===== config.mk =====
export PLATFORM = sky130hd
export DESIGN_NAME = fprt_regs
export DESIGN_NICKNAME = d
export VERILOG_FILES = /design/src/rtl/fprt_pkg.sv /design/src/rtl/fprt_regs.sv
export SDC_FILE = /design/constraint.sdc
export NUM_CORES = 1
export LEC_CHECK = 0
export ABC_AREA = 0
export BUFFER_PORTS_ARGS = -buffer_cell sky130_fd_sc_hd__buf_2
export CAP_MARGIN = 15
export CORE_MARGIN = 2
export CORE_UTILIZATION = 59
export CTS_BUF_LIST = sky130_fd_sc_hd__clkbuf_8
export CTS_CLUSTER_SIZE = 10
export DETAILED_ROUTE_END_ITERATION = 12
export GPL_TIMING_DRIVEN = 0
export PLACE_DENSITY = 0.91
export SKIP_CTS_REPAIR_TIMING = 1
export SYNTH_ARGS = -nofsm -noshare
export SYNTH_HDL_FRONTEND = slang
export SYNTH_SLANG_ARGS = --single-unit

===== constraint.sdc =====
create_clock -name clk -period 3.01 [get_ports clk]
set_clock_uncertainty 0.05 [all_clocks]
set_input_delay 0.301 -clock clk [delete_from_list [all_inputs] [get_ports clk]]
set_output_delay 0.301 -clock clk [all_outputs]
set_load 0.02 [all_outputs]

===== src/rtl/fprt_pkg.sv =====
package fprt_pkg;

  // Register offsets
  localparam logic [7:0]  FPRT_TX_PTR_OFS  = 8'h84;
  localparam logic [7:0]  FPRT_RX_PTR_OFS  = 8'h86;
  localparam logic [7:0]  FPRT_DUR_OFS     = 8'h8c;
  localparam logic [7:0]  FPRT_BYTE_OFS    = 8'h8e;

  // Field positions and pointer width
  localparam int          FPRT_AUTO_BIT    = 14;
  localparam int          FPRT_WSS_BIT     = 12;
  localparam int          FPRT_BOS_BIT     = 11;
  localparam int          FPRT_PTR_W       = 11;

  // Reset values and limits
  localparam logic [10:0] FPRT_PTR_RST     = 11'h000;
  localparam logic [15:0] FPRT_THR_RST     = 16'h0000;
  localparam logic [15:0] FPRT_DUR_MAX     = 16'hcfff;

  // Timing
  localparam int          FPRT_CLK_NS      = 50;
  localparam int          FPRT_TICK_NS     = 1000;
  localparam int          FPRT_TICK_CYC    = (FPRT_TICK_NS + FPRT_CLK_NS - 1) / FPRT_CLK_NS;
  localparam int          FPRT_DIV_W       = 5;

  typedef enum logic [1:0] {
    FPRT_SZ_BYTE  = 2'h0,
    FPRT_SZ_WORD  = 2'h1,
    FPRT_SZ_DWORD = 2'h2
  } fprt_size_t;

  typedef struct packed {
    logic [7:0]  addr;
    logic        wr;
    logic        rd;
    logic [1:0]  be;
    logic [15:0] wdata;
  } fprt_bus_t;

  typedef struct packed {
    logic                  tx_auto;
    logic [10:0]           tx_ptr;
    logic                  rx_auto;
    logic [10:0]           rx_ptr;
    logic                  wss;
    logic                  bos;
    logic [15:0]           dur_lim;
    logic [15:0]           byte_lim;
    logic [FPRT_DIV_W-1:0] div;
    logic [15:0]           dur_us;
    logic                  flag;
    logic                  dur_pend;
    logic                  byte_pend;
    logic                  dur_cause;
    logic                  byte_cause;
    logic [15:0]           rdata;
  } fprt_state_t;

  function automatic logic [10:0] fprt_step(input fprt_size_t sz);
    unique case (sz)
      FPRT_SZ_BYTE:  fprt_step = 11'h001;
      FPRT_SZ_WORD:  fprt_step = 11'h002;
      FPRT_SZ_DWORD: fprt_step = 11'h004;
      default:       fprt_step = 11'h000;
    endcase
  endfunction

  function automatic logic [15:0] fprt_merge(input logic [15:0] old_v,
                                             input logic [15:0] new_v,
                                             input logic [1:0]  be);
    fprt_merge = {be[1] ? new_v[15:8] : old_v[15:8], be[0] ? new_v[7:0] : old_v[7:0]};
  endfunction

endpackage


===== src/rtl/fprt_regs.sv =====
`timescale 1ns/1ps
`default_nettype none
module fprt_regs
  import fprt_pkg::*;
(
  input  wire logic        clk,
  input  wire logic        rst_n,
  input  wire fprt_bus_t   bus,
  input  wire logic        dma_active,
  input  wire logic        data_wr,
  input  wire logic        data_rd,
  input  wire fprt_size_t  data_size,
  input  wire logic        txq_enqueue,
  input  wire logic [10:0] tx_next_free,
  input  wire logic        dur_thr_en,
  input  wire logic        byte_thr_en,
  input  wire logic        rx_frame_present,
  input  wire logic [15:0] rx_byte_count,
  input  wire logic        rx_event_clear,
  output logic [15:0]      rd_data,
  output logic [10:0]      tx_location_index,
  output logic [10:0]      rx_location_index,
  output logic             tx_pointer_auto_advance,
  output logic             rx_pointer_auto_advance,
  output logic             write_sample_select,
  output logic             byte_order_select,
  output logic             rx_event_flag,
  output logic             dur_cause,
  output logic             byte_cause
);

  fprt_state_t state_reg;
  fprt_state_t state_next;

  logic        reg_wr;
  logic        reg_rd;
  logic        wr_tx;
  logic        wr_rx;
  logic        wr_dur;
  logic        wr_byte;
  logic [15:0] tx_image;
  logic [15:0] rx_image;
  logic [15:0] rx_store;
  logic [15:0] tx_new;
  logic [15:0] rx_new;
  logic [15:0] dur_new;
  logic [15:0] byte_new;
  logic [10:0] step;
  logic        tick;
  logic        dur_hit;
  logic        byte_hit;

  // No register is reachable during a buffer burst, so all writes and reads are locked
  assign reg_wr  = bus.wr && !dma_active;
  assign reg_rd  = bus.rd && !dma_active;
  assign wr_tx   = reg_wr && (bus.addr == FPRT_TX_PTR_OFS);
  assign wr_rx   = reg_wr && (bus.addr == FPRT_RX_PTR_OFS);
  assign wr_dur  = reg_wr && (bus.addr == FPRT_DUR_OFS);
  assign wr_byte = reg_wr && (bus.addr == FPRT_BYTE_OFS);

  always_comb begin
    tx_image = 16'h0000;
    tx_image[FPRT_AUTO_BIT] = state_reg.tx_auto;
    tx_image[FPRT_PTR_W-1:0] = state_reg.tx_ptr;
    rx_image = 16'h0000;
    rx_image[FPRT_AUTO_BIT] = state_reg.rx_auto;
    rx_image[FPRT_WSS_BIT] = state_reg.wss;
    rx_image[FPRT_PTR_W-1:0] = state_reg.rx_ptr;
    rx_store = rx_image;
    rx_store[FPRT_BOS_BIT] = state_reg.bos;
  end

  assign tx_new   = fprt_merge(tx_image, bus.wdata, bus.be);
  assign rx_new   = fprt_merge(rx_store, bus.wdata, bus.be);
  assign dur_new  = fprt_merge(state_reg.dur_lim, bus.wdata, bus.be);
  assign byte_new = fprt_merge(state_reg.byte_lim, bus.wdata, bus.be);
  assign step     = fprt_step(data_size);

  assign tick     = (state_reg.div == FPRT_DIV_W'(FPRT_TICK_CYC - 1));
  // Timer only runs while a frame waits; it restarts when the buffer empties
  assign dur_hit  = dur_thr_en && rx_frame_present && (state_reg.dur_us > state_reg.dur_lim);
  assign byte_hit = byte_thr_en && (rx_byte_count > state_reg.byte_lim);

  always_comb begin
    state_next = state_reg;

    // Transmit pointer: enqueue reload, then host write, then auto step
    if (txq_enqueue) begin
      state_next.tx_ptr = tx_next_free;
    end else if (wr_tx) begin
      state_next.tx_ptr = tx_new[FPRT_PTR_W-1:0];
    end else if (data_wr && state_reg.tx_auto) begin
      state_next.tx_ptr = state_reg.tx_ptr + step;
    end
    if (wr_tx) begin
      state_next.tx_auto = tx_new[FPRT_AUTO_BIT];
    end

    // Receive pointer: host may zero it before a read burst
    if (wr_rx) begin
      state_next.rx_ptr = rx_new[FPRT_PTR_W-1:0];
      state_next.rx_auto = rx_new[FPRT_AUTO_BIT];
      state_next.wss = rx_new[FPRT_WSS_BIT];
      state_next.bos = rx_new[FPRT_BOS_BIT];
    end else if (data_rd && state_reg.rx_auto) begin
      state_next.rx_ptr = state_reg.rx_ptr + step;
    end

    // Out of range duration limits are clamped rather than stored
    if (wr_dur) begin
      state_next.dur_lim = (dur_new > FPRT_DUR_MAX) ? FPRT_DUR_MAX : dur_new;
    end
    if (wr_byte) begin
      state_next.byte_lim = byte_new;
    end

    // Microsecond base and elapsed time since first frame, saturating
    if (!rx_frame_present) begin
      state_next.div = '0;
      state_next.dur_us = 16'h0000;
    end else if (tick) begin
      state_next.div = '0;
      if (state_reg.dur_us != 16'hffff) begin
        state_next.dur_us = state_reg.dur_us + 16'h0001;
      end
    end else begin
      state_next.div = state_reg.div + FPRT_DIV_W'(1);
    end

    // Event flag: a hit in the clearing cycle keeps it set
    if (rx_event_clear) begin
      state_next.dur_cause = state_reg.dur_pend || dur_hit;
      state_next.byte_cause = state_reg.byte_pend || byte_hit;
      state_next.dur_pend = dur_hit;
      state_next.byte_pend = byte_hit;
      state_next.flag = dur_hit || byte_hit;
    end else begin
      state_next.dur_pend = state_reg.dur_pend || dur_hit;
      state_next.byte_pend = state_reg.byte_pend || byte_hit;
      state_next.flag = state_reg.flag || dur_hit || byte_hit;
    end

    // Read data holds until the next register read
    if (reg_rd) begin
      unique case (bus.addr)
        FPRT_TX_PTR_OFS: state_next.rdata = tx_image;
        FPRT_RX_PTR_OFS: state_next.rdata = rx_image;
        FPRT_DUR_OFS:    state_next.rdata = state_reg.dur_lim;
        FPRT_BYTE_OFS:   state_next.rdata = state_reg.byte_lim;
        default:         state_next.rdata = 16'h0000;
      endcase
    end
  end

  always_ff @(posedge clk or negedge rst_n) begin
    if (!rst_n) begin
      state_reg <= '0;
      state_reg.tx_ptr <= FPRT_PTR_RST;
      state_reg.rx_ptr <= FPRT_PTR_RST;
      state_reg.dur_lim <= FPRT_THR_RST;
      state_reg.byte_lim <= FPRT_THR_RST;
    end else begin
      state_reg <= state_next;
    end
  end

  assign rd_data                 = state_reg.rdata;
  assign tx_location_index       = state_reg.tx_ptr;
  assign rx_location_index       = state_reg.rx_ptr;
  assign tx_pointer_auto_advance = state_reg.tx_auto;
  assign rx_pointer_auto_advance = state_reg.rx_auto;
  assign write_sample_select     = state_reg.wss;
  assign byte_order_select       = state_reg.bos;
  assign rx_event_flag           = state_reg.flag;
  assign dur_cause               = state_reg.dur_cause;
  assign byte_cause              = state_reg.byte_cause;
endmodule // fprt_regs
`default_nettype wire


==> tab_implementation.tex, run 1 <==
\begin{tabular}{lr}
\hline
Metric & Value \\
\hline
\multicolumn{2}{l}{\textbf{STA}} \\
Fin. Hold Viols & 0 \\
Final setup violating endpoints & 0 \\
Fin Setup TNS & 0 ns \\
Headroom to the max-slew limit & 0.4636 \\
Post-route minimum period & between 2 and 2.5 ns \\
Slew at the pin closest to its max-slew limit & between 0.7 and 0.8 ns \\
Post-route clock period utilization & 0.7764 \\
Final Max Tran Viols & 0 \\
Achievable clock frequency & 0.4279 GHz \\
Post-route worst hold slack & 0.1281 ns \\
Setup repair after global routing missed its margin & false \\
\multicolumn{2}{l}{\textbf{Clock tree}} \\
Number of buffers created by CTS & 9 \\
Max clock buf depth & 2 \\
Clock tree from TritonCTS & done \\
Maximum level of the CTS H-tree & 3 \\
Clock latency on the worst-skew pair & between 0.3 and 0.4 ns \\
Cell at the root of the clock tree & clkbuf\_8 \\
Post-CTS clock slew at the launch and capture registers of the worst setup and hold paths & around 0.11 ns \\
Clock sink total & 100 \\
\multicolumn{2}{l}{\textbf{Worst setup path}} \\
Delay of the slowest cell on the worst path & roughly 0.43 ns \\
Arrival time at the worst endpoint & around 2.6 ns \\
Source of the critical timing path & tx\_location\_index[0]\$\_DFFE\_PN0P\_ \\
Path depth of the worst reg2reg path & 7 \\
CP Class & reg -> reg \\
Worst flop-to-flop path startpoint & tx\_location\_index[0]\$\_DFFE\_PN0P\_ \\
Reg2Reg Capture Point & tx\_location\_index[8]\$\_DFFE\_PN0P\_ \\
Critical Path Most Common Cell & a21oi\_1 \\
Worst path slowest cell & dfrtp\_1 \\
Critical path, cell by cell & ha\_1 > fa\_1 > a21oi\_1 > nor4b\_1 > and2\_1 > o311a\_1 > a21oi\_1 \\
Worst setup path endpoint & tx\_location\_index[8]\$\_DFFE\_PN0P\_ \\
Kind of launch point of the worst setup path & register \\
Reg-to-reg slack, setup & between 0.6 and 0.7 ns \\
Sort of element at the end of the critical path & register \\
Biggest fanout along the worst timing path & 6 \\
Data required time of the critical path & $\sim$3.3 ns \\
\multicolumn{2}{l}{\textbf{Finish}} \\
Flip-flop count of the largest register, all copies and words added & 55 \\
Multi-input gate area & around 3300 um\^{}2 \\
Post-layout instance count excluding filler cells & between 900 and 1000 \\
Area taken by flip-flops and latches & 2502 um\^{}2 \\
Share of cells above drive strength 1 & 0.2299 \\
Number of filler cells placed in the layout & roughly 810 \\
Area growth from synthesis to layout & 14.85\% \\
Fin nets & 939 \\
\multicolumn{2}{l}{\textbf{Power}} \\
Highest ir drop seen on vdd & between 0.0002 and 0.00025 V \\
Leak pwr & between 0.003 and 0.004 uW \\
Pwr Density & approximately 400 nW/um\^{}2 \\
\multicolumn{2}{l}{\textbf{Global route}} \\
Remaining global-route overflow & 0 \\
Antenna violations before repair & 1 \\
Global-route total usage across every layer & 0.3199 \\
Vias in the first global route & about 5800 \\
Wire length of the first global-routing pass & about 29000 um \\
Largest net degree at the start of global routing & between 70 and 80 \\
\multicolumn{2}{l}{\textbf{Route}} \\
Number of search-and-repair iterations in the first detailed-routing pass & 7 \\
Total wire length after detailed routing & approximately 18000 um \\
Routed length per instance & roughly 19 um \\
Routed via count divided by cell count & 6.249 \\
Post-route ant nets & 0 \\
Residual DRC count & 0 \\
First DRT Iteration DRCs & about 480 \\
Via count & just over 6000 \\
\multicolumn{2}{l}{\textbf{Floorplanning}} \\
Top-Level Pins & $\sim$110 \\
\# rows & 37 \\
Die Y & $\sim$110 um \\
Die Footprint & $\sim$12000 um\^{}2 \\
Horizontal extent of the die & between 100 and 150 um \\
Starting density of the core & 0.6133 \\
Std-Cell Core Area & approximately 10000 um\^{}2 \\
\multicolumn{2}{l}{\textbf{Logic synthesis}} \\
Distinct cells, synth & 67 \\
Leading register cell type out of synthesis & dfrtp\_1 \\
Synthesized instance count & $\sim$700 \\
Synthesized area & about 6400 um\^{}2 \\
Synthesis-stage register bit count & 100 \\
Asr flop ratio synth & 1.000 \\
Synth warn & 0 \\
EDFF count, synth & 0 \\
Proportion of synthesized chip area in sequential cells & 0.3917 \\
Number of nets produced by synthesis & between 800 and 900 \\
Per-instance average area after synthesis & approximately 9 um\^{}2 \\
\multicolumn{2}{l}{\textbf{Run}} \\
Max Cap Violations & 0 \\
\multicolumn{2}{l}{\textbf{Placement}} \\
Instance count after placement with tap cells included & 954 \\
Number of port buffers & between 100 and 150 \\
Gp weighted congestion & 0.9663 \\
DPL Wire Length & about 14000 um \\
\multicolumn{2}{l}{\textbf{Worst hold path}} \\
Worst hold path type & in -> reg \\
Min-Delay Path Depth & 2 \\
\multicolumn{2}{l}{\textbf{Outcome}} \\
Outcome & complete, no violations \\
\hline
\end{tabular}
worst max-delay path, delay by kind of cell, from the launching register on:
| kind | cells | cell delay (ns) |
|---|---|---|
| compound gates | 3 | 0.82 |
| fa+ha+maj | 2 | 0.66 |
| flops | 1 | 0.43 |
| simple gates | 2 | 0.33 |
power by group:
| group | leakage, uW | switching [uW] | internal [uW] |
|---|---|---|---|
| Clock | 0.0000997 | 521 | 324 |
| Combinational | 0.00223 | 350 | 258 |
| Sequential | 0.00118 | 93.6 | 1420 |
through the flow:
step	cell area (um^2)	worst slack (ns)	total power, uW	utilization
after floorplan	6389	0.9074	1887	-
after global placement	7099	0.4225	2102	0.6816
after detailed placement	7133	0.4635	2135	0.6848
after CTS	7325	0.6903	2961	0.7032
after global routing	7337	0.4436	3099	0.7044
final	7337	0.6731	2966	0.7044
worst min path at each step:
stage / from / end / slack (ns)
2_1_floorplan: rst_n / byte_cause$_DFFE_PN0P_ / -0.04
3_3_place_gp: state_reg[37]$_DFF_PN0_ / state_reg[37]$_DFF_PN0_ / 0.40
3_5_place_dp: rst_n / tx_location_index[3]$_DFFE_PN0P_ / 0.21
4_1_cts: rst_n / tx_location_index[3]$_DFFE_PN0P_ / -0.19
5_1_grt: bus[15] / state_reg[73]$_DFFE_PN0P_ / 0.13
6_report: rx_event_clear / byte_cause$_DFFE_PN0P_ / 0.13
area by class of cell:
cell class / instances / share of cell area
Timing Repair Buffer: 111 / 0.07964
Clock buffer: 9 / 0.01688
Clock inverter: 7 / 0.009209
Tap cell: 136 / 0.02319
Multi-Input combinational cell: 493 / 0.4463
Inverter: 49 / 0.02507
Buffer: 66 / 0.05832
Antenna cell: 1 / 0.0003411
Sequential cell: 100 / 0.3411
logic make-up after synthesis:
| group | Yosys count | synth area share |
|---|---|---|
| buffers and inverters | 115 | 0.09577 |
| AND/OR/NAND/NOR | 231 | 0.1892 |
| AO/OA/AOI/OAI | 195 | 0.2006 |
| flip-flops | 100 | 0.3917 |
| multiplexers | 13 | 0.02174 |
| XOR/XNOR | 12 | 0.01645 |
| adder cells (fa/ha/maj) | 42 | 0.08461 |
metal layers:
layer / GRT usage / vias to the layer above / routed length (um)
met5: 0 / - / 0
met4: 0.1081 / 0 / 496
met3: 0.05124 / 46 / 1554
met2: 0.5440 / 306 / 8984
met1: 0.4177 / 2925 / 7060
li1: - / 2797 / -
synthesized netlist by cell type, types with 9 or more instances:
cell / count / area (um^2)
nand2_1: 66 / 247.7
buf_4: 41 / 307.8
inv_1: 49 / 183.9
buf_2: 9 / 45.04
a21oi_1: 29 / 145.1
nor2_1: 53 / 198.9
nand3_1: 23 / 115.1
nor3_1: 14 / 70.07
xnor2_1: 9 / 78.83
dfrtp_1: 100 / 2502
o21ai_0: 51 / 255.2
and3_1: 9 / 56.30
ha_1: 40 / 500.5
nand4_1: 12 / 75.07
o211ai_1: 18 / 135.1
a31oi_1: 21 / 131.4
a22oi_1: 23 / 172.7
clkbuf_1: 13 / 48.80
cell usage in the layout (no fill, tap or decap), types with 7 or more instances in the layout:
cell type / n
nor4_1: 7
o21a_1: 8
mux2_2: 7
ha_1: 40
nand2_1: 66
a22oi_1: 23
nor2_1: 53
nor3_1: 14
inv_1: 49
o211ai_1: 18
nor2b_1: 8
xnor2_1: 9
dfrtp_1: 100
buf_2: 116
nand4_1: 12
clkbuf_8: 9
clkbuf_1: 13
nand3_1: 23
a31oi_1: 21
and3_1: 9
o21ai_0: 51
a211oi_1: 8
buf_4: 42
a21oi_1: 29
No activity file was read; power rests on OpenSTA's default activity.
==> run 2: changes to the inputs <==
- CORE_UTILIZATION: 59 -> 53
- PLACE_DENSITY: 0.91 -> 0.87
- clock period: 3.01 -> 2.1 ns (I/O delays scaled with it)
==> run 2 against run 1 <==
Compared with the run above: the run now ends with negative setup slack left; sequential share of layout area fell by 1.8 points; combinational power rose by 60%; count of clock-buffer cells in the layout rose by 3; final area rose by 5.6%; non-clock buffer count rose by 16; power rose by 48%; die area rose by 11%; maximum frequency rose by 9.8%; global-route usage fell by 3.0 points; highest routed layer unchanged.
==> tab_implementation.tex, run 2 (same netlist as run 1, synthesis figures left out) <==
\begin{tabular}{lr}
\hline
Metric & Value \\
\hline
\multicolumn{2}{l}{\textbf{Outcome}} \\
Outcome & finished with violations (was complete, no violations) \\
Violations in the final reports & negative setup slack \\
\multicolumn{2}{l}{\textbf{Placement}} \\
Instance count after placement with tap cells included & 964 (was 954) \\
Cell area reported after detailed placement & 7148 um\^{}2 (was 7133 um\^{}2) \\
Number of port buffers & 108 (unchanged) \\
Gp weighted congestion & 0.9496 (was 0.9663) \\
DPL Wire Length & 13760 um (was 14270 um) \\
\multicolumn{2}{l}{\textbf{Finish}} \\
Design area & 7746 um\^{}2 (was 7337 um\^{}2) \\
Most frequent standard cell in the layout excluding fill and tap cells & buf\_2 (unchanged) \\
Most frequent cells in the layout & buf\_2 (116), dfrtp\_1 (99), nand2\_1 (66) (was buf\_2 (116), dfrtp\_1 (100), nand2\_1 (66)) \\
Fin util & 0.6503 (was 0.7044) \\
Share of cells above drive strength 1 & 0.2879 (was 0.2299) \\
Flip-flop count of the largest register, all copies and words added & 55 (unchanged) \\
Number of filler cells placed in the layout & 989 (was 812) \\
Post-layout instance count excluding filler cells & 998 (was 972) \\
Fin nets & 955 (was 939) \\
Area growth from synthesis to layout & 21.25\% (was 14.85\%) \\
Number of inserted diodes & 0 (was 1) \\
\multicolumn{2}{l}{\textbf{Worst setup path}} \\
Critical Path Most Common Cell & buf\_4 (was a21oi\_1) \\
Worst path slowest cell & dfrtp\_1 (unchanged) \\
Source of the critical timing path & tx\_location\_index[0]\$\_DFFE\_PN0P\_ (unchanged) \\
Top cell family by delay on the critical path & compound AO/OA/AOI/OAI gates (unchanged) \\
Sort of element at the end of the critical path & register (unchanged) \\
Data required time of the critical path & 2.32 ns (was 3.27 ns) \\
Arrival time at the worst endpoint & 2.34 ns (was 2.60 ns) \\
Critical path, cell by cell & ha\_2 > fa\_2 > a21oi\_4 > buf\_4 > buf\_4 > nor4\_1 > a211oi\_1 > o21ai\_0 (was ha\_1 > fa\_1 > a21oi\_1 > nor4b\_1 > and2\_1 > o311a\_1 > a21oi\_1) \\
Delay of the slowest cell on the worst path & 0.43 ns (about the same) \\
CP Class & reg -> reg (unchanged) \\
Kind of launch point of the worst setup path & register (unchanged) \\
Biggest fanout along the worst timing path & 4 (was 6) \\
Worst flop-to-flop path startpoint & tx\_location\_index[0]\$\_DFFE\_PN0P\_ (unchanged) \\
Total buffers and inverters traversed by the critical path & 2 (was 0) \\
\multicolumn{2}{l}{\textbf{Clock tree}} \\
Maximum level of the CTS H-tree & 3 (unchanged) \\
Cell at the root of the clock tree & clkbuf\_8 (unchanged) \\
Number of buffers created by CTS & 9 (unchanged) \\
Clock sink total & 100 (unchanged) \\
Clock tree from TritonCTS & done (unchanged) \\
Max clock buf depth & 2 (unchanged) \\
Post-CTS clock slew at the launch and capture registers of the worst setup and hold paths & 0.11 ns (about the same) \\
Clock latency on the worst-skew pair & 0.39 ns (was 0.38 ns) \\
\multicolumn{2}{l}{\textbf{STA}} \\
Post-route minimum period & 2.128 ns (was 2.337 ns) \\
Achievable clock frequency & 0.4699 GHz (was 0.4279 GHz) \\
Headroom to the max-slew limit & 0.5318 (was 0.4636) \\
Final Max Tran Viols & 0 (unchanged) \\
Fin. Hold Viols & 0 (unchanged) \\
Post-route clock period utilization & 1.013 (was 0.7764) \\
Setup repair after global routing missed its margin & true (was false) \\
Final setup violating endpoints & 1 (was 0) \\
Final setup slack of the worst path & -0.02834 ns (was 0.6731 ns) \\
Slew at the pin closest to its max-slew limit & 0.6970 ns (was 0.7843 ns) \\
\multicolumn{2}{l}{\textbf{Route}} \\
Total wire length after detailed routing & 19070 um (was 18100 um) \\
Residual DRC count & 0 (unchanged) \\
First DRT Iteration DRCs & 872 (was 476) \\
Via count & 6247 (was 6074) \\
Number of search-and-repair iterations in the first detailed-routing pass & 7 (unchanged) \\
Routed length per instance & 19.11 um (was 18.62 um) \\
Routed via count divided by cell count & 6.260 (was 6.249) \\
Post-route ant nets & 0 (unchanged) \\
\multicolumn{2}{l}{\textbf{Global route}} \\
Antenna violations before repair & 0 (was 1) \\
Remaining global-route overflow & 0 (unchanged) \\
Vias in the first global route & 5784 (was 5803) \\
Global-route total usage across every layer & 0.2901 (was 0.3199) \\
Largest net degree at the start of global routing & 60 (was 72) \\
Wire length of the first global-routing pass & 29440 um (was 28950 um) \\
\multicolumn{2}{l}{\textbf{Power}} \\
Internal power summed over all cells & 2999 uW (was 2002 uW) \\
Leak pwr & 0.003582 uW (was 0.003501 uW) \\
Highest ir drop seen on vdd & 0.0003505 V (was 0.0002026 V) \\
Relative contribution of the clock network to total power & 0.287 (was 0.285) \\
Switching power total & 1404 uW (was 964.2 uW) \\
Sequential group share of total power & 0.492 (was 0.510) \\
Final total power & 4403 uW (was 2966 uW) \\
Pwr Density & 568.4 nW/um\^{}2 (was 404.3 nW/um\^{}2) \\
Switching share of power & 0.3189 (was 0.3251) \\
Portion of total power attributed to combinational logic & 0.221 (was 0.205) \\
\multicolumn{2}{l}{\textbf{Worst hold path}} \\
Worst hold path type & in -> reg (unchanged) \\
Worst hold path startpoint & bus[15] (was rx\_event\_clear) \\
\multicolumn{2}{l}{\textbf{Floorplanning}} \\
Die Y & 113.8 um (was 108.1 um) \\
Die Footprint & 12950 um\^{}2 (was 11680 um\^{}2) \\
Std-Cell Core Area & 11910 um\^{}2 (was 10420 um\^{}2) \\
Horizontal extent of the die & 113.8 um (was 108.1 um) \\
Starting density of the core & 0.5363 (was 0.6133) \\
\# rows & 40 (was 37) \\
Top-Level Pins & 112 (unchanged) \\
\multicolumn{2}{l}{\textbf{Run}} \\
Max Cap Violations & 0 (unchanged) \\
\hline
\end{tabular}
## run 2: cell count changes in the layout (fill, tap and decap cells not counted), moves of 3 or more
cell / change
a21oi_1: -4
inv_6: -4
o31ai_1: -3
inv_2: +3
buf_4: +17
o21ai_1: +3
inv_1: -3
ha_4: +5
ha_2: +4
clkbuf_8: +3
ha_1: -9
o21ai_0: -4
## run 2: cell type report
| cell class | instances | area [um^2] | area share |
|---|---|---|---|
| multi-input combinational | 493 | 3541 | 0.4571 |
| clock buffer | 12 | 165.2 | 0.02132 |
| clock inverter | 4 | 32.53 | 0.004200 |
| sequential | 100 | 2504 | 0.3232 |
| buffer | 66 | 427.9 | 0.05524 |
| tap | 147 | 183.9 | 0.02374 |
| timing repair buffer | 127 | 708.2 | 0.09142 |
| inverter | 49 | 183.9 | 0.02374 |
## run 2: per-stage QoR
step | hold WS [ns] | setup slack [ns] | TNS, ns
after detailed placement | 0.1973 | -0.2994 | -14.32
final | 0.01879 | -0.02834 | -0.02834
after floorplan | -0.1356 | 0.08587 | 0
after global routing | 0.02381 | -0.09775 | -0.1761
after global placement | 0.4064 | -0.3454 | -46.25
after CTS | -0.2105 | -0.3133 | -2.774
## run 2: final timing paths
kind / slack, ns / to / depth (start not counted)
worst max-delay path: -0.03 / tx_location_index[6]$_DFFE_PN0P_ / 8
worst min-delay path: 0.02 / state_reg[73]$_DFFE_PN0P_ / 3
worst max register to register: -0.03 / tx_location_index[6]$_DFFE_PN0P_ / 8
worst min register to register: 0.43 / state_reg[37]$_DFF_PN0_ / 1
max in group asynchronous: 1.02 / state_reg[42]$_DFFE_PN0P_ / 3
min in group asynchronous: 0.31 / state_reg[30]$_DFFE_PN0P_ / 2
## run 2: power by group through the flow
stage,sequential (uW),combinational (uW),clock (uW)
2_1_floorplan,2160,550,0
3_3_place_gp,2190,828,0
3_5_place_dp,2200,859,0
4_1_cts,2160,863,1250
5_1_grt,2180,1060,1340
6_report,2170,973,1260
## run 2: per-layer routing
layer	track usage	share of wire	vias up
li1	-	-	2818
met1	0.4156	0.41	2972
met2	0.4371	0.44	389
met3	0.04357	0.099	68
met4	0.1325	0.047	0
met5	0	0	-
## run 2: worst min-delay path, cell delays in order
cell and delay, ns:
buf_2 0.11, nand2_1 0.05, o21ai_0 0.06
==> run 3: changes to the inputs <==
- CORE_UTILIZATION: 53 -> 59
- PLACE_DENSITY: 0.87 -> 0.91
- clock period: 2.1 -> 2 ns (I/O delays scaled with it)
==> run 3 against run 2 <==
Compared with the run above: largest power group unchanged; via count rose by 1.9%; highest routed layer unchanged; the flow still finishes with violations (negative setup slack); global-route usage increased by 3.4 points; largest cell class unchanged; critical path depth decreased by 1; sequential cell count unchanged; sequential share of layout area is 0.82 points lower; core utilization increased by 11 points.
==> tab_implementation.tex, run 3 (same netlist as run 1, synthesis figures left out) <==
\begin{tabular}{lr}
\hline
Metric & Value \\
\hline
\multicolumn{2}{l}{\textbf{Outcome}} \\
Outcome & finished with violations (unchanged) \\
Violations in the final reports & negative setup slack (unchanged) \\
\multicolumn{2}{l}{\textbf{STA}} \\
Fin. Hold Viols & 0 (unchanged) \\
Achievable clock frequency & 0.4872 GHz (was 0.4699 GHz) \\
Post-route minimum period & 2.053 ns (was 2.128 ns) \\
Final setup slack of the worst path & -0.05255 ns (was -0.02834 ns) \\
Final setup violating endpoints & 5 (was 1) \\
Final Max Tran Viols & 0 (unchanged) \\
Slew at the pin closest to its max-slew limit & 0.7403 ns (was 0.6970 ns) \\
Post-route clock period utilization & 1.026 (was 1.013) \\
Setup repair after global routing missed its margin & true (unchanged) \\
Headroom to the max-slew limit & 0.5023 (was 0.5318) \\
\multicolumn{2}{l}{\textbf{Floorplanning}} \\
Std-Cell Core Area & 10420 um\^{}2 (was 11910 um\^{}2) \\
Horizontal extent of the die & 108.1 um (was 113.8 um) \\
Die Footprint & 11680 um\^{}2 (was 12950 um\^{}2) \\
\# rows & 37 (was 40) \\
Top-Level Pins & 112 (unchanged) \\
Die Y & 108.1 um (was 113.8 um) \\
Starting density of the core & 0.6133 (was 0.5363) \\
\multicolumn{2}{l}{\textbf{Clock tree}} \\
Clock tree from TritonCTS & done (unchanged) \\
Number of buffers created by CTS & 9 (unchanged) \\
Maximum level of the CTS H-tree & 3 (unchanged) \\
Clock sink total & 100 (unchanged) \\
Post-CTS clock slew at the launch and capture registers of the worst setup and hold paths & 0.10 ns (was 0.11 ns) \\
Clock latency on the worst-skew pair & 0.38 ns (was 0.39 ns) \\
Max clock buf depth & 2 (unchanged) \\
Cell at the root of the clock tree & clkbuf\_8 (unchanged) \\
\multicolumn{2}{l}{\textbf{Placement}} \\
Gp weighted congestion & 0.9531 (was 0.9496) \\
DPL Wire Length & 14250 um (was 13760 um) \\
Number of port buffers & 108 (unchanged) \\
\multicolumn{2}{l}{\textbf{Route}} \\
First DRT Iteration DRCs & 596 (was 872) \\
Post-route ant nets & 0 (unchanged) \\
Via count & 6363 (was 6247) \\
Total wire length after detailed routing & 19680 um (was 19070 um) \\
Number of search-and-repair iterations in the first detailed-routing pass & 9 (was 7) \\
Routed length per instance & 19.69 um (was 19.11 um) \\
Routed via count divided by cell count & 6.369 (was 6.260) \\
Residual DRC count & 0 (unchanged) \\
\multicolumn{2}{l}{\textbf{Finish}} \\
Share of cells above drive strength 1 & 0.3210 (was 0.2879) \\
Fin util & 0.7638 (was 0.6503) \\
Most frequent standard cell in the layout excluding fill and tap cells & buf\_2 (unchanged) \\
Area growth from synthesis to layout & 24.54\% (was 21.25\%) \\
Number of inserted diodes & 0 (unchanged) \\
Fin nets & 967 (was 955) \\
Flip-flop count of the largest register, all copies and words added & 55 (unchanged) \\
Most frequent cells in the layout & buf\_2 (116), dfrtp\_1 (97), buf\_4 (72) (was buf\_2 (116), dfrtp\_1 (99), nand2\_1 (66)) \\
\multicolumn{2}{l}{\textbf{Run}} \\
Max Cap Violations & 0 (unchanged) \\
\multicolumn{2}{l}{\textbf{Worst setup path}} \\
Critical path, cell by cell & ha\_2 > fa\_2 > a21oi\_4 > nor4b\_4 > and2\_1 > o311a\_1 > a21oi\_2 (was ha\_2 > fa\_2 > a21oi\_4 > buf\_4 > buf\_4 > nor4\_1 > a211oi\_1 > o21ai\_0) \\
Delay of the slowest cell on the worst path & 0.41 ns (was 0.43 ns) \\
Worst path slowest cell & dfrtp\_1 (unchanged) \\
Sort of element at the end of the critical path & register (unchanged) \\
Arrival time at the worst endpoint & 2.31 ns (was 2.34 ns) \\
Kind of launch point of the worst setup path & register (unchanged) \\
Top cell family by delay on the critical path & compound AO/OA/AOI/OAI gates (unchanged) \\
Data required time of the critical path & 2.26 ns (was 2.32 ns) \\
Total buffers and inverters traversed by the critical path & 0 (was 2) \\
CP Class & reg -> reg (unchanged) \\
Biggest fanout along the worst timing path & 4 (unchanged) \\
\multicolumn{2}{l}{\textbf{Global route}} \\
Largest net degree at the start of global routing & 65 (was 60) \\
Remaining global-route overflow & 0 (unchanged) \\
Antenna violations before repair & 0 (unchanged) \\
Global-route total usage across every layer & 0.3244 (was 0.2901) \\
Vias in the first global route & 5929 (was 5784) \\
Wire length of the first global-routing pass & 29280 um (was 29440 um) \\
\multicolumn{2}{l}{\textbf{Worst hold path}} \\
Worst hold path type & in -> reg (unchanged) \\
\multicolumn{2}{l}{\textbf{Power}} \\
Highest ir drop seen on vdd & 0.0003707 V (was 0.0003505 V) \\
Pwr Density & 596.3 nW/um\^{}2 (was 568.4 nW/um\^{}2) \\
Final total power & 4745 uW (was 4403 uW) \\
Leak pwr & 0.003656 uW (was 0.003582 uW) \\
\hline
\end{tabular}
==> run 3: changes by cell type in the layout (fill, tap and decap cells not counted), sizes merged <==
cell    change
bufinv      +1
buf        +13
inv         +1
clkinv      -1
clkbuf      -2
==> run 3: final timing paths <==
check,startpoint,endpoint,slack [ns],depth (start not counted)
min,rx_event_clear,state_reg[18]$_DFF_PN0_,0.009,2
max,tx_location_index[0]$_DFFE_PN0P_,tx_location_index[8]$_DFFE_PN0P_,-0.05,7
max in group asynchronous,rst_n,state_reg[68]$_DFFE_PN0P_,0.95,3
min in group asynchronous,rst_n,tx_location_index[3]$_DFFE_PN0P_,0.26,2
max reg2reg,tx_location_index[0]$_DFFE_PN0P_,tx_location_index[8]$_DFFE_PN0P_,-0.05,7
min reg2reg,rx_event_flag$_DFF_PN0_,rx_event_flag$_DFF_PN0_,0.45,2
==> run 3: layer usage <==
| layer | up-vias | part of all wire | track usage |
|---|---|---|---|
| met3 | 78 | 0.10 | 0.06510 |
| met1 | 3035 | 0.38 | 0.4132 |
| met4 | 0 | 0.041 | 0.1667 |
| met5 | - | 0 | 0 |
| li1 | 2852 | - | - |
| met2 | 398 | 0.48 | 0.5261 |
==> run 3: power by group <==
group	internal (uW)	leakage, uW	switching (uW)	total (uW)
Clock	650	0.000102	749	1400
Sequential	2140	0.00117	142	2280
Combinational	473	0.00238	594	1070
==> run 3: final cells by class <==
type | instances | area, um^2
fillers | 691 | 2460
clock inverters | 5 | 58.81
repair buffers | 140 | 805.8
clock buffers | 11 | 151.4
plain buffers | 65 | 424.2
inverters | 49 | 183.9
multi-input cells | 493 | 3656
flip-flops and latches | 100 | 2506
well taps | 136 | 170.2
==> run 3: through the flow <==
stage,hold slack (ns),instance area (um^2),setup WS [ns],setup TNS [ns],instances
CTS,-0.2542,7347,-0.3829,-3.687,969
detailed placement,0.1505,7137,-0.4244,-23.69,953
floorplan,-0.1456,6396,0.03254,0,708
global placement,0.3999,7107,-0.3902,-52.58,952
global route,0.02603,7956,-0.1247,-0.8167,999
finish,0.009073,7956,-0.05255,-0.1291,999
